<file path="src/wfs_params.svh">
`ifndef WFS_PARAMS_SVH
`define WFS_PARAMS_SVH
`define WFS_ADDR_W 7
`define WFS_DATA_W 8
`define WFS_OFS_LIN_PORT_TWO_FAULT_CODE 7'h45
`define WFS_OFS_WAKE_A 7'h46
`define WFS_OFS_WAKE_B 7'h47
`define WFS_OFS_LEVEL 7'h48
`define WFS_OFS_HS_OVL 7'h54
`define WFS_OFS_HS_OL 7'h55
`define WFS_ZERO_BYTE 8'h00
`define WFS_MASK_FAIL 8'h06
`define WFS_MASK_WAKE_A 8'hF7
`define WFS_MASK_WAKE_B 8'h30
`define WFS_MASK_HS 8'h0F
`define WFS_RESTART_FAIL 8'h06
`define WFS_RESTART_WAKE_A 8'hF7
`define WFS_RESTART_WAKE_B 8'h30
`define WFS_RESTART_HS 8'h0F
`define WFS_FAIL_HI 2
`define WFS_FAIL_LO 1
`define WFS_WAKEA_PIN_LO 0
`define WFS_WAKEA_PIN_HI 2
`define WFS_WAKEA_TIMER 4
`define WFS_WAKEA_CAN 5
`define WFS_WAKEA_LIN1 6
`define WFS_WAKEA_LIN2 7
`define WFS_WAKEB_GP_LO 4
`define WFS_WAKEB_GP_HI 5
`define WFS_HS_LO 0
`define WFS_HS_HI 3
`define WFS_LVL_WAKE_LO 0
`define WFS_LVL_WAKE_HI 2
`define WFS_LVL_RSVD 3
`define WFS_LVL_GP_LO 4
`define WFS_LVL_PULLUP 6
`define WFS_LVL_DEV 7
`define WFS_CODE_NONE 2'h0
`define WFS_CODE_THERMAL 2'h1
`define WFS_CODE_TX_STUCK 2'h2
`define WFS_CODE_BUS_STUCK 2'h3
`define WFS_STUCK_TIME_MS 20
`define WFS_CLK_MHZ 200
`define WFS_TX_EN_TIME_NS 10000
`define WFS_TX_EN_CYCLES ((`WFS_TX_EN_TIME_NS * `WFS_CLK_MHZ + 999) / 1000)
`define WFS_CNT_W 16
`endif

</file>
<file path="src/wfs_pkg.sv">
package wfs_pkg;
	typedef enum logic [1:0] {
		wfs_mode_normal = 2'h0,
		wfs_mode_stop = 2'h1,
		wfs_mode_sleep = 2'h2,
		wfs_mode_fail_safe = 2'h3
	} wfs_op_mode_t;
	typedef enum logic [2:0] {
		wfs_gp_off = 3'h0,
		wfs_gp_wake = 3'h1,
		wfs_gp_low_side = 3'h2,
		wfs_gp_high_side = 3'h3,
		wfs_gp_gpio = 3'h4
	} wfs_gp_cfg_t;
	typedef enum logic [2:0] {
		wfs_tx_on = 3'h1,
		wfs_tx_fault = 3'h2,
		wfs_tx_wait = 3'h4
	} wfs_tx_state_t;
	typedef logic [1:0] wfs_fault_code_t;
endpackage

</file>
<file path="src/wfs_lvl_if.sv">
`timescale 1ns/10ps
interface wfs_lvl_if import wfs_pkg::*; ();
	logic clk;
	logic reset;
	logic soft_reset;
	wfs_op_mode_t op_mode;
	logic cyclic_sense;
	logic sample_strobe;
	logic [2:0] wake_pin_raw;
	logic [1:0] gp_raw;
	wfs_gp_cfg_t gp_one_cfg;
	wfs_gp_cfg_t gp_two_cfg;
	logic dev_strap;
	logic pullup_strap;
	logic [7:0] level_byte;
	modport owner (output clk, reset, soft_reset, op_mode, cyclic_sense,
		sample_strobe, wake_pin_raw, gp_raw, gp_one_cfg, gp_two_cfg,
		dev_strap, pullup_strap, input level_byte);
	modport tracker (input clk, reset, soft_reset, op_mode, cyclic_sense,
		sample_strobe, wake_pin_raw, gp_raw, gp_one_cfg, gp_two_cfg,
		dev_strap, pullup_strap, output level_byte);
endinterface

</file>
<file path="src/wfs_level_track.sv">
`timescale 1ns/10ps
`include "wfs_params.svh"
module wfs_level_track import wfs_pkg::*; (
	wfs_lvl_if.tracker lv
);
	logic [2:0] wake_lvl_q;
	logic [1:0] gp_lvl_q;
	logic dev_q;
	logic pullup_q;
	logic active_mode;
	wfs_gp_cfg_t gp_cfg [2];

	assign active_mode = (lv.op_mode == wfs_mode_normal) ||
		(lv.op_mode == wfs_mode_stop);
	assign gp_cfg[0] = lv.gp_one_cfg;
	assign gp_cfg[1] = lv.gp_two_cfg;

	// Straps follow the pins while reset is held
	always_ff @(posedge lv.clk) begin
		if (lv.reset || lv.soft_reset) begin
			dev_q <= lv.dev_strap;
			pullup_q <= lv.pullup_strap;
		end
	end

	// Cyclic sense only refreshes on the sampling strobe
	always_ff @(posedge lv.clk) begin
		if (lv.reset || lv.soft_reset) begin
			wake_lvl_q <= lv.wake_pin_raw;
		end else if (!lv.cyclic_sense || lv.sample_strobe) begin
			wake_lvl_q <= lv.wake_pin_raw;
		end
	end

	// No strobe here: these pins cannot be cyclically sensed
	genvar gi;
	generate
		for (gi = 0; gi < 2; gi++) begin : g_gp
			always_ff @(posedge lv.clk) begin
				if (lv.reset || lv.soft_reset) begin
					gp_lvl_q[gi] <= 1'b0;
				end else if (active_mode && gp_cfg[gi] != wfs_gp_off) begin
					gp_lvl_q[gi] <= lv.gp_raw[gi];
				end
			end
		end
	endgenerate

	always_comb begin
		lv.level_byte = `WFS_ZERO_BYTE;
		lv.level_byte[`WFS_LVL_DEV] = dev_q;
		lv.level_byte[`WFS_LVL_PULLUP] = pullup_q;
		lv.level_byte[`WFS_LVL_GP_LO +: 2] = gp_lvl_q;
		lv.level_byte[`WFS_LVL_RSVD] = 1'b0;
		lv.level_byte[`WFS_LVL_WAKE_HI:`WFS_LVL_WAKE_LO] = wake_lvl_q;
	end
endmodule

</file>
<file path="src/wfs_status_regs.sv">
`timescale 1ns/10ps
`include "wfs_params.svh"
// Notes on behaviour
// - Fault code field: none, thermal, tx stuck, bus stuck
// - Reserved bits always read zero
// - Tx stuck ends: txd high, wake-capable, off
// - Bus stuck ends: recessive, wake-capable, off
// - Undervoltage ends when supply above threshold
// - Transmit re-enabled after txd high enable time
// - Wake register A: lin2,lin1,can,timer,pins
// - Fail-safe wakes also set source flags
// - Bit seven shows development mode strap
// - Bit six shows interrupt pin pull-up
// - Gp levels update in normal, stop modes
// - Cyclic sense holds latest sampled level
// - Gp levels never follow cyclic sampling
// - Gp level shown even as switch
// - Overload flags for four high-side switches
// - Overload flags may spuriously set at low battery
// - Open-load flags for four high-side switches
// - Restart keeps fault code and every flag
// - Restart keeps all wake A and wake B bits
// - Restart keeps low four switch flags
// - Reset or soft reset zeroes fault, wake and switch registers
// - Reset clears gp level bits, straps follow
module wfs_status_regs import wfs_pkg::*; #(
	parameter int TX_EN_CYCLES = `WFS_TX_EN_CYCLES
) (
	input wire logic clk,
	input wire logic reset,
	input wire logic soft_reset,
	input wire logic restart,
	input wire logic acc_read,
	input wire logic acc_write,
	input wire logic [`WFS_ADDR_W-1:0] acc_addr,
	output logic [`WFS_DATA_W-1:0] acc_rdata,
	output logic acc_rdata_valid,
	input wire logic lin_port_two_txd,
	input wire logic lin_port_two_bus_recessive,
	input wire logic lin_port_two_wake_capable,
	input wire logic lin_port_two_off,
	input wire logic thermal_shutdown,
	input wire logic lin_port_two_tx_stuck,
	input wire logic lin_port_two_bus_stuck,
	input wire logic high_side_supply_uv,
	input wire logic high_side_supply_above_threshold,
	output logic lin_port_two_tx_enable,
	output logic [1:0] lin_port_two_fault_code,
	input wire logic wake_from_lin_port_two,
	input wire logic wake_from_lin_port_one,
	input wire logic wake_from_can_bus,
	input wire logic wake_from_timer,
	input wire logic wake_from_pin_three,
	input wire logic wake_from_pin_two,
	input wire logic wake_from_pin_one,
	input wire logic wake_from_gp_pin_two,
	input wire logic wake_from_gp_pin_one,
	input wire logic [3:0] switch_overload,
	input wire logic [3:0] switch_open_load,
	input wire wfs_op_mode_t op_mode,
	input wire logic cyclic_sense,
	input wire logic sample_strobe,
	input wire logic [2:0] wake_pin_level_raw,
	input wire logic [1:0] gp_pin_level_raw,
	input wire wfs_gp_cfg_t gp_pin_one_cfg,
	input wire wfs_gp_cfg_t gp_pin_two_cfg,
	input wire logic fail_output_test_pin,
	input wire logic int_pin_pullup_sense
);
	// Counter width bounds the enable time
	if (TX_EN_CYCLES < 1 || TX_EN_CYCLES >= (1 << `WFS_CNT_W)) begin : g_bad
		$error("TX_EN_CYCLES out of range");
	end

	localparam logic [`WFS_CNT_W-1:0] TX_EN_LAST =
		`WFS_CNT_W'(TX_EN_CYCLES - 1);

	wfs_lvl_if lvl ();

	logic clr_fail;
	logic clr_wake_a;
	logic clr_wake_b;
	logic clr_ovl;
	logic clr_ol;
	logic wipe;
	logic tx_stuck_q;
	logic bus_stuck_q;
	logic uv_q;
	logic thermal_prev_q;
	logic any_fault;
	wfs_fault_code_t new_code;
	wfs_fault_code_t code_q;
	wfs_tx_state_t tx_state_q;
	logic [`WFS_CNT_W-1:0] txd_high_cnt_q;
	logic [7:0] wake_a_set;
	logic [7:0] wake_b_set;
	logic [7:0] wake_a_q;
	logic [7:0] wake_b_q;
	logic [7:0] ovl_q;
	logic [7:0] ol_q;
	logic [7:0] rdata_q;
	logic rvalid_q;

	assign wipe = reset || soft_reset;

	// Writes clear; reads never do, so a lost read loses no event
	assign clr_fail = acc_write && acc_addr == `WFS_OFS_LIN_PORT_TWO_FAULT_CODE;
	assign clr_wake_a = acc_write && acc_addr == `WFS_OFS_WAKE_A;
	assign clr_wake_b = acc_write && acc_addr == `WFS_OFS_WAKE_B;
	assign clr_ovl = acc_write && acc_addr == `WFS_OFS_HS_OVL;
	assign clr_ol = acc_write && acc_addr == `WFS_OFS_HS_OL;

	// Sticky update: new sets win over a same-cycle clear
	function automatic logic [7:0] sticky(input logic [7:0] q,
		input logic [7:0] set, input logic clr, input logic rst,
		input logic [7:0] keep, input logic [7:0] valid);
		logic [7:0] held;
		held = clr ? `WFS_ZERO_BYTE : q;
		if (rst) begin
			held = held & keep;
		end
		sticky = (held | set) & valid;
	endfunction

	// Fault conditions and their ending conditions
	always_ff @(posedge clk) begin
		if (wipe) begin
			tx_stuck_q <= 1'b0;
		end else if (lin_port_two_tx_stuck) begin
			tx_stuck_q <= 1'b1;
		end else if (lin_port_two_txd || lin_port_two_wake_capable ||
			lin_port_two_off) begin
			tx_stuck_q <= 1'b0;
		end
	end

	always_ff @(posedge clk) begin
		if (wipe) begin
			bus_stuck_q <= 1'b0;
		end else if (lin_port_two_bus_stuck) begin
			bus_stuck_q <= 1'b1;
		end else if (lin_port_two_bus_recessive ||
			lin_port_two_wake_capable || lin_port_two_off) begin
			bus_stuck_q <= 1'b0;
		end
	end

	always_ff @(posedge clk) begin
		if (wipe) begin
			uv_q <= 1'b0;
		end else if (high_side_supply_uv) begin
			uv_q <= 1'b1;
		end else if (high_side_supply_above_threshold) begin
			uv_q <= 1'b0;
		end
	end

	assign any_fault = tx_stuck_q || bus_stuck_q || uv_q || thermal_shutdown;

	// Transmit gate: wait out faults, then txd high for enable time
	always_ff @(posedge clk) begin
		if (wipe) begin
			tx_state_q <= wfs_tx_on;
			txd_high_cnt_q <= '0;
		end else begin
			case (tx_state_q)
				wfs_tx_on: begin
					if (any_fault) begin
						tx_state_q <= wfs_tx_fault;
					end
				end
				wfs_tx_fault: begin
					txd_high_cnt_q <= '0;
					if (!any_fault) begin
						tx_state_q <= wfs_tx_wait;
					end
				end
				wfs_tx_wait: begin
					if (any_fault) begin
						tx_state_q <= wfs_tx_fault;
						txd_high_cnt_q <= '0;
					end else if (!lin_port_two_txd) begin
						txd_high_cnt_q <= '0;
					end else if (txd_high_cnt_q == TX_EN_LAST) begin
						tx_state_q <= wfs_tx_on;
						txd_high_cnt_q <= '0;
					end else begin
						txd_high_cnt_q <= txd_high_cnt_q + 1'b1;
					end
				end
				default: begin
					tx_state_q <= wfs_tx_fault;
					txd_high_cnt_q <= '0;
				end
			endcase
		end
	end

	assign lin_port_two_tx_enable = tx_state_q == wfs_tx_on;

	always_ff @(posedge clk) begin
		if (wipe) begin
			thermal_prev_q <= 1'b0;
		end else begin
			thermal_prev_q <= thermal_shutdown;
		end
	end

	// Thermal outranks bus, bus outranks txd
	always_comb begin
		new_code = `WFS_CODE_NONE;
		if (thermal_shutdown && !thermal_prev_q) begin
			new_code = `WFS_CODE_THERMAL;
		end else if (lin_port_two_bus_stuck) begin
			new_code = `WFS_CODE_BUS_STUCK;
		end else if (lin_port_two_tx_stuck) begin
			new_code = `WFS_CODE_TX_STUCK;
		end
	end

	// First failure is kept until cleared
	always_ff @(posedge clk) begin
		if (wipe) begin
			code_q <= `WFS_CODE_NONE;
		end else if (new_code != `WFS_CODE_NONE &&
			(clr_fail || code_q == `WFS_CODE_NONE)) begin
			code_q <= new_code;
		end else if (clr_fail) begin
			code_q <= `WFS_CODE_NONE;
		end
	end

	assign lin_port_two_fault_code = code_q;

	// Fail-safe wakes arrive on the same source strobes
	always_comb begin
		wake_a_set = `WFS_ZERO_BYTE;
		wake_a_set[`WFS_WAKEA_LIN2] = wake_from_lin_port_two;
		wake_a_set[`WFS_WAKEA_LIN1] = wake_from_lin_port_one;
		wake_a_set[`WFS_WAKEA_CAN] = wake_from_can_bus;
		wake_a_set[`WFS_WAKEA_TIMER] = wake_from_timer;
		wake_a_set[`WFS_WAKEA_PIN_HI:`WFS_WAKEA_PIN_LO] = {wake_from_pin_three,
			wake_from_pin_two, wake_from_pin_one};
		wake_b_set = `WFS_ZERO_BYTE;
		wake_b_set[`WFS_WAKEB_GP_HI] = wake_from_gp_pin_two;
		wake_b_set[`WFS_WAKEB_GP_LO] = wake_from_gp_pin_one;
	end

	always_ff @(posedge clk) begin
		if (wipe) begin
			wake_a_q <= `WFS_ZERO_BYTE;
		end else begin
			wake_a_q <= sticky(wake_a_q, wake_a_set, clr_wake_a, restart,
				`WFS_RESTART_WAKE_A, `WFS_MASK_WAKE_A);
		end
	end

	always_ff @(posedge clk) begin
		if (wipe) begin
			wake_b_q <= `WFS_ZERO_BYTE;
		end else begin
			wake_b_q <= sticky(wake_b_q, wake_b_set, clr_wake_b, restart,
				`WFS_RESTART_WAKE_B, `WFS_MASK_WAKE_B);
		end
	end

	// Spurious sets near low battery are not filtered; host decides
	always_ff @(posedge clk) begin
		if (wipe) begin
			ovl_q <= `WFS_ZERO_BYTE;
		end else begin
			ovl_q <= sticky(ovl_q, {4'h0, switch_overload}, clr_ovl, restart,
				`WFS_RESTART_HS, `WFS_MASK_HS);
		end
	end

	always_ff @(posedge clk) begin
		if (wipe) begin
			ol_q <= `WFS_ZERO_BYTE;
		end else begin
			ol_q <= sticky(ol_q, {4'h0, switch_open_load}, clr_ol, restart,
				`WFS_RESTART_HS, `WFS_MASK_HS);
		end
	end

	assign lvl.clk = clk;
	assign lvl.reset = reset;
	assign lvl.soft_reset = soft_reset;
	assign lvl.op_mode = op_mode;
	assign lvl.cyclic_sense = cyclic_sense;
	assign lvl.sample_strobe = sample_strobe;
	assign lvl.wake_pin_raw = wake_pin_level_raw;
	assign lvl.gp_raw = gp_pin_level_raw;
	assign lvl.gp_one_cfg = gp_pin_one_cfg;
	assign lvl.gp_two_cfg = gp_pin_two_cfg;
	assign lvl.dev_strap = fail_output_test_pin;
	assign lvl.pullup_strap = int_pin_pullup_sense;

	wfs_level_track u_level (
		.lv(lvl.tracker)
	);

	// Read data registered; unmapped offsets answer zero
	always_ff @(posedge clk) begin
		if (reset) begin
			rdata_q <= `WFS_ZERO_BYTE;
			rvalid_q <= 1'b0;
		end else begin
			rvalid_q <= acc_read;
			if (acc_read) begin
				case (acc_addr)
					`WFS_OFS_LIN_PORT_TWO_FAULT_CODE: begin
						rdata_q <= {5'h00, code_q, 1'b0};
					end
					`WFS_OFS_WAKE_A: begin
						rdata_q <= wake_a_q;
					end
					`WFS_OFS_WAKE_B: begin
						rdata_q <= wake_b_q;
					end
					`WFS_OFS_LEVEL: begin
						rdata_q <= lvl.level_byte;
					end
					`WFS_OFS_HS_OVL: begin
						rdata_q <= ovl_q;
					end
					`WFS_OFS_HS_OL: begin
						rdata_q <= ol_q;
					end
					default: begin
						rdata_q <= `WFS_ZERO_BYTE;
					end
				endcase
			end
		end
	end

	assign acc_rdata = rdata_q;
	assign acc_rdata_valid = rvalid_q;
endmodule

</file>
<file path="config.mk">
export PLATFORM = sky130hd
export DESIGN_NAME = wfs_status_regs
export DESIGN_NICKNAME = d
export VERILOG_FILES = /design/src/wfs_pkg.sv /design/src/wfs_lvl_if.sv /design/src/wfs_level_track.sv /design/src/wfs_status_regs.sv
export VERILOG_INCLUDE_DIRS = /design/src
export SDC_FILE = /design/constraint.sdc
export NUM_CORES = 1
export LEC_CHECK = 0
export ABC_AREA = 1
export BUFFER_PORTS_ARGS = -buffer_cell sky130_fd_sc_hd__buf_2
export CORE_ASPECT_RATIO = 1.5
export CORE_MARGIN = 3
export CORE_UTILIZATION = 40
export DETAILED_ROUTE_END_ITERATION = 10
export PLACE_DENSITY = 0.59
export SLEW_MARGIN = 10
export SYNTH_ARGS = -nofsm -noshare
export SYNTH_HDL_FRONTEND = slang
export SYNTH_SLANG_ARGS = --single-unit
</file>
<file path="constraint.sdc">
create_clock -name clk -period 1.5 [get_ports clk]
set_input_delay 0.15 -clock clk [delete_from_list [all_inputs] [get_ports clk]]
set_output_delay 0.15 -clock clk [all_outputs]
set_load 0.01 [all_outputs]
</file>
# == Word level (Yosys, flattened, before mapping) ==
# Cells that the tools add are included.
# classes
addsub,1
eq_ne,15
muxes,34
bitwise_logic,4
n_reduce_logical,33
# ops
operator,count
16-bit 2-to-1 mux,3
8-bit case mux with 6 select lines,1
7-bit equality test (second input constant),6
8-bit 2-to-1 mux,4
16-bit case mux with 2 select lines,1
3-bit 2-to-1 mux,7
16-bit by 1-bit adder with 16-bit output (second input constant),1
16-bit by 11-bit equality test with 1-bit output (second input constant),1
4-bit 2-to-1 mux,4
6-bit 2-to-1 mux,2
2-bit nonzero test,6
1-bit logical OR,11
2-bit 2-to-1 mux,5
1-bit logical AND,9
3-bit case mux with 3 select lines,1
4-bit bitwise OR,2
8-bit bitwise OR,1
1-bit 2-to-1 mux,6
3-bit != test (second input constant),2
6-bit bitwise OR,1
3-bit nonzero test,2
2-bit logical NOT,2
4-bit AND reduction,1
3-bit by 1-bit equality test with 1-bit output (second input constant),1
other kinds (6),7
# word_totals
regBits,67
input_bits,56
out_inout_bits,12
word_cells,108

# == Depth between registers and ports, before layout ==
# logic_depth
word_depth,6
mapped_depth,9
ltp_nobuf,8

# == By module ==
# Synthesis repeated with hierarchy kept, for this count alone.
# unflattened
cells_unflattened,363
area_unflattened_um2,2681.3
# modules_own_cells
module,instances,cells_each,area_per_inst_um2,seq_area_each_um2
wfs_status_regs,1,332,2364.8,1021.0
wfs_level_track,1,31,316.6,190.2

# == Least setup slack after synthesis ==
# No wires, ideal clock.
# synth_timing
path_type,reg2reg
start,register txd_high_cnt_q[1]
end,register txd_high_cnt_q[12]
setup_ns,0.118
arrival_ns,1.259
t_required_ns,1.382
slack_ns,0.123
path_stages_with_launch,10
n_path_buf,1
synth_period_minus_slack_ns,1.377
path_cell_list,dfxtp_1 ha_1 nand2_1 nor2_1 nand3_1 nand2_1 nand2_2 nand2_4 buf_6 nor2_4
# synth_between
elab_chain_len,5
elab_cells_between_ends,6
classes_between,add/sub: 1; eq/ne: 1; mux: 4
# synth_rtl
item,line,source
from (decl),wfs_status_regs.sv:94,logic [`WFS_CNT_W-1:0] txd_high_cnt_q;
from (signal assigned),wfs_status_regs.sv:188,txd_high_cnt_q <= txd_high_cnt_q + 1'b1;
16-bit by 1-bit adder with 16-bit output or 16-bit by 11-bit equality test with 1-bit output (tied branches),"wfs_status_regs.sv:188, wfs_status_regs.sv:184",
16-bit 2-to-1 mux *,wfs_status_regs.sv:184,end else if (txd_high_cnt_q == TX_EN_LAST) begin
16-bit 2-to-1 mux *,wfs_status_regs.sv:182,end else if (!lin_port_two_txd) begin
16-bit 2-to-1 mux *,wfs_status_regs.sv:179,if (any_fault) begin
16-bit case mux with 2 select lines *,wfs_status_regs.sv:166,case (tx_state_q)
# Mark *: on every way between the ends. The rest lies on a longest branch, timed or not.
# A chain may end at the register's enable or synchronous reset.

# == Worst setup path in the final report ==
# layout_timing
start,register tx_state_q[0]
end,output port lin_port_two_tx_enable
# layout_between
elab_chain_len,1
# layout_rtl
item,line,source
from (decl),wfs_status_regs.sv:93,wfs_tx_state_t tx_state_q;
from (signal assigned),wfs_status_regs.sv:163,tx_state_q <= wfs_tx_on;
from (signal assigned),wfs_status_regs.sv:169,tx_state_q <= wfs_tx_fault;
from (signal assigned),wfs_status_regs.sv:175,tx_state_q <= wfs_tx_wait;
3-bit by 1-bit equality test with 1-bit output,wfs_status_regs.sv:199,assign lin_port_two_tx_enable = tx_state_q == wfs_tx_on;
to (decl),wfs_status_regs.sv:47,"output logic lin_port_two_tx_enable,"
# Every way passes these cells.

==> impl_metrics.yaml <==
final_layout:
  seq_area_um2: 1210
  fillers: 628
  multi_input_area_um2: 1330
  antenna_cells: 0
  postLayoutCoreUtil_pct: 54.5
  synthToLayoutAreaGrowth_pct: 29.1
  drive_gt1_share_pct: 27.4
  final_cells: 519
  finalNetCount: 497
timing:
  max_slew_margin_pct: 74.8
  fin_tns_setup_ns: 0
  slew_violations: 0
  hold_viol_final: 0
  max_freq_ghz: 0.715
  setup_violations: 0
  timing.final.crit_share_pct: 93.3
  whs_ns: 0.0137
  rsz0062_at_grt: "yes"
  tightest_slew_ns: 0.378
  skew_ns: 0.0125
  min_period_ns: 1.40
hold_path:
  hp-class: "input pin to flop"
routing:
  vias_per_cell: 5.04
  drt_wl_total_um: 6880
  remaining_drc_errors: 0
  vias: 2615
  wl_per_cell_um: 13.3
  ant_nets: 0
  first_iter_violations: 108
  first_pass_iters: 4
logic_synthesis:
  syn_inst: 352
  synth_edf_count: 5
  synth_largest_area_cell: "dfxtp_1"
  synth_async_sr_flop_share_pct: 0
  synthDistinctLibCells: 32
  yosysWarningCount: 0
  synth_most_common_cell: "nand2_1"
  synth-seq-cells: 58
  ys_seq_area_share_pct: 45.8
  synth_top_area_share_pct: 40.1
  synthesis.area_um2: 2650
  netlist_top_cells_count: "nand2_1 (66), nor2_1 (60), dfxtp_1 (53), nand3_1 (44), a21oi_1 (36)"
  synth_area_leaders: "dfxtp_1 (40%), nand2_1 (9.4%), nor2_1 (8.5%)"
  syn_nets: 409
  synthFlopType: "dfxtp_1"
  avgSynthCellArea_um2: 7.51
power_and_ir_drop:
  power_density_nw_per_um2: 995
  vdd_drop_max_uv: 753
  power.leakage_nw: 1.45
  total_power_mw: 3.40
floorplan:
  initial_core_util_pct: 42.2
  fp.coreArea_um2: 6260
  die_w_um: 72.4
  rows: 35
  dieArea_um2: 7640
  ios: 68
  fp.dieH_um: 106
clock_network:
  cts_tree: "done"
  clock_latency_ns: 0.34
  htreeDepth: 3
  cts.clk_slew.worst_paths_ns: 0.08
  clock_path_buffers: 2
  cts-root-buf: "clkbuf_8"
  numCtsBuffers: 9
  clock_sinks: 58
place:
  dp.cells: 496
  hpwl_um: 5200
  gp_routability_congestion: 0.908
  io_buffers: 65
grt:
  overflow: 0
  grt_max_degree: 23
  grt_usage_pct: 19.1
  grt_pass1_wl_um: 11300
  grt_pass1_vias: 2530
  antenna_found_initial: 0
job:
  drv_cap: 0
critical_path:
  cp-end-kind: "output port"
  crit_chain: "inv_1, nor3_4, buf_4, buf_2"
  path_max_fanout: 5
  cp-start-kind: "flop"
  slowest_delay_ns: 0.33
  path_class: "flop to output port"
  crit_path_top_delay_cell: "dfxtp_1"
  cp.required_ns: 1.35
  cp.arrival_ns: 1.25
run_status:
  outcome: "finished, final reports clean"
==> state kept, by name, indices dropped and copies added (netlist names), 2 cells and up <==
name,cells
txd_high_cnt_q,16
acc_rdata,8
wake_a_q,7
ol_q,4
ovl_q,4
tx_state_q,3
u_level.wake_lvl_q,3
lin_port_two_fault_code,2
u_level.lv.level_byte,2
wake_b_q,2
==> worst paths after layout <==
| path | from | depth (start not counted) | to | slack (ns) |
|---|---|---|---|---|
| setup / recovery | tx_state_q[0] | 4 | lin_port_two_tx_enable | 0.10 |
| setup reg to reg | txd_high_cnt_q[7] | 7 | txd_high_cnt_q[11] | 0.11 |
| hold reg to reg | acc_rdata[2] | 2 | acc_rdata[2] | 0.46 |
| hold / removal | wake_from_lin_port_one | 3 | wake_a_q[6] | 0.01 |
==> area by class of cell <==
type,instances,area share (%)
timing repair buffer,83,13.9
tap,74,2.71
clock inverter,6,1.98
sequential,58,35.5
multi-input combinational,261,39.0
inverter,27,3.19
clock buffer,10,3.74
==> per-stage QoR <==
stage          instance area [µm²]  setup slack [ns]
2_1_floorplan                 2650             0.123
3_3_place_gp                  3100            0.0424
3_5_place_dp                  3100            0.0562
4_1_cts                       3350            0.0303
5_1_grt                       3410           -0.0223
6_report                      3410             0.101
==> layer usage <==
metal  track usage [%]  wire length, µm
met1              20.4             2680
met2              34.0             3700
met4              7.65              154
met3              5.82              352
met5                 0                0
==> critical path, delay by kind of cell (launching register included) <==
family	cells	cell delay [ns]
flops	1	0.33
buf+inv	3	0.38
simple gates	1	0.20
==> layout by cell type, fill, tap and decap left out, drive strengths merged <==
cell	instances
xor2	7
clkinv	3
and2	1
ha	1
o2bb2ai	1
buf	78
nor3	11
clkinvlp	2
bufinv	1
o22ai	1
clkbuf	10
dfxtp	53
a21oi	36
nand3	44
nand3b	3
nand2	69
o21ai	5
dlygate4sd3	5
nor2	71
a31o	1
a31oi	2
o21bai	3
edfxtp	5
inv	27
nand4	5
==> what timing repair did <==
item / 4_1_cts / 5_1_grt
pin swaps: 1 / 3
endpoints found under the hold margin: 5 / 0
gates resized for setup: 0 / 14
gates cloned: 0 / 1
hold buffers: 5 / 0
setup endpoints to repair: 1 / 15
setup buffers: 1 / 0
==> logic make-up (layout without fill, tap and decap cells) <==
family / after synthesis / after routing / share of synthesized area, %
xor gates and xnor gates: 7 / 7 / 2.32
and+or+nand+nor: 203 / 204 / 35.3
DFF: 58 / 58 / 45.8
adders and majority gates: 1 / 1 / 0.473
AOI/OAI and AO/OA: 49 / 49 / 9.98
buffers and inverters: 34 / 126 / 6.10
==> power breakdown <==
group          switching [mW]  internal [mW]
clock                   0.655          0.769
combinational           0.193          0.142
sequential             0.0272           1.61
(Power assumes the default switching activity.)
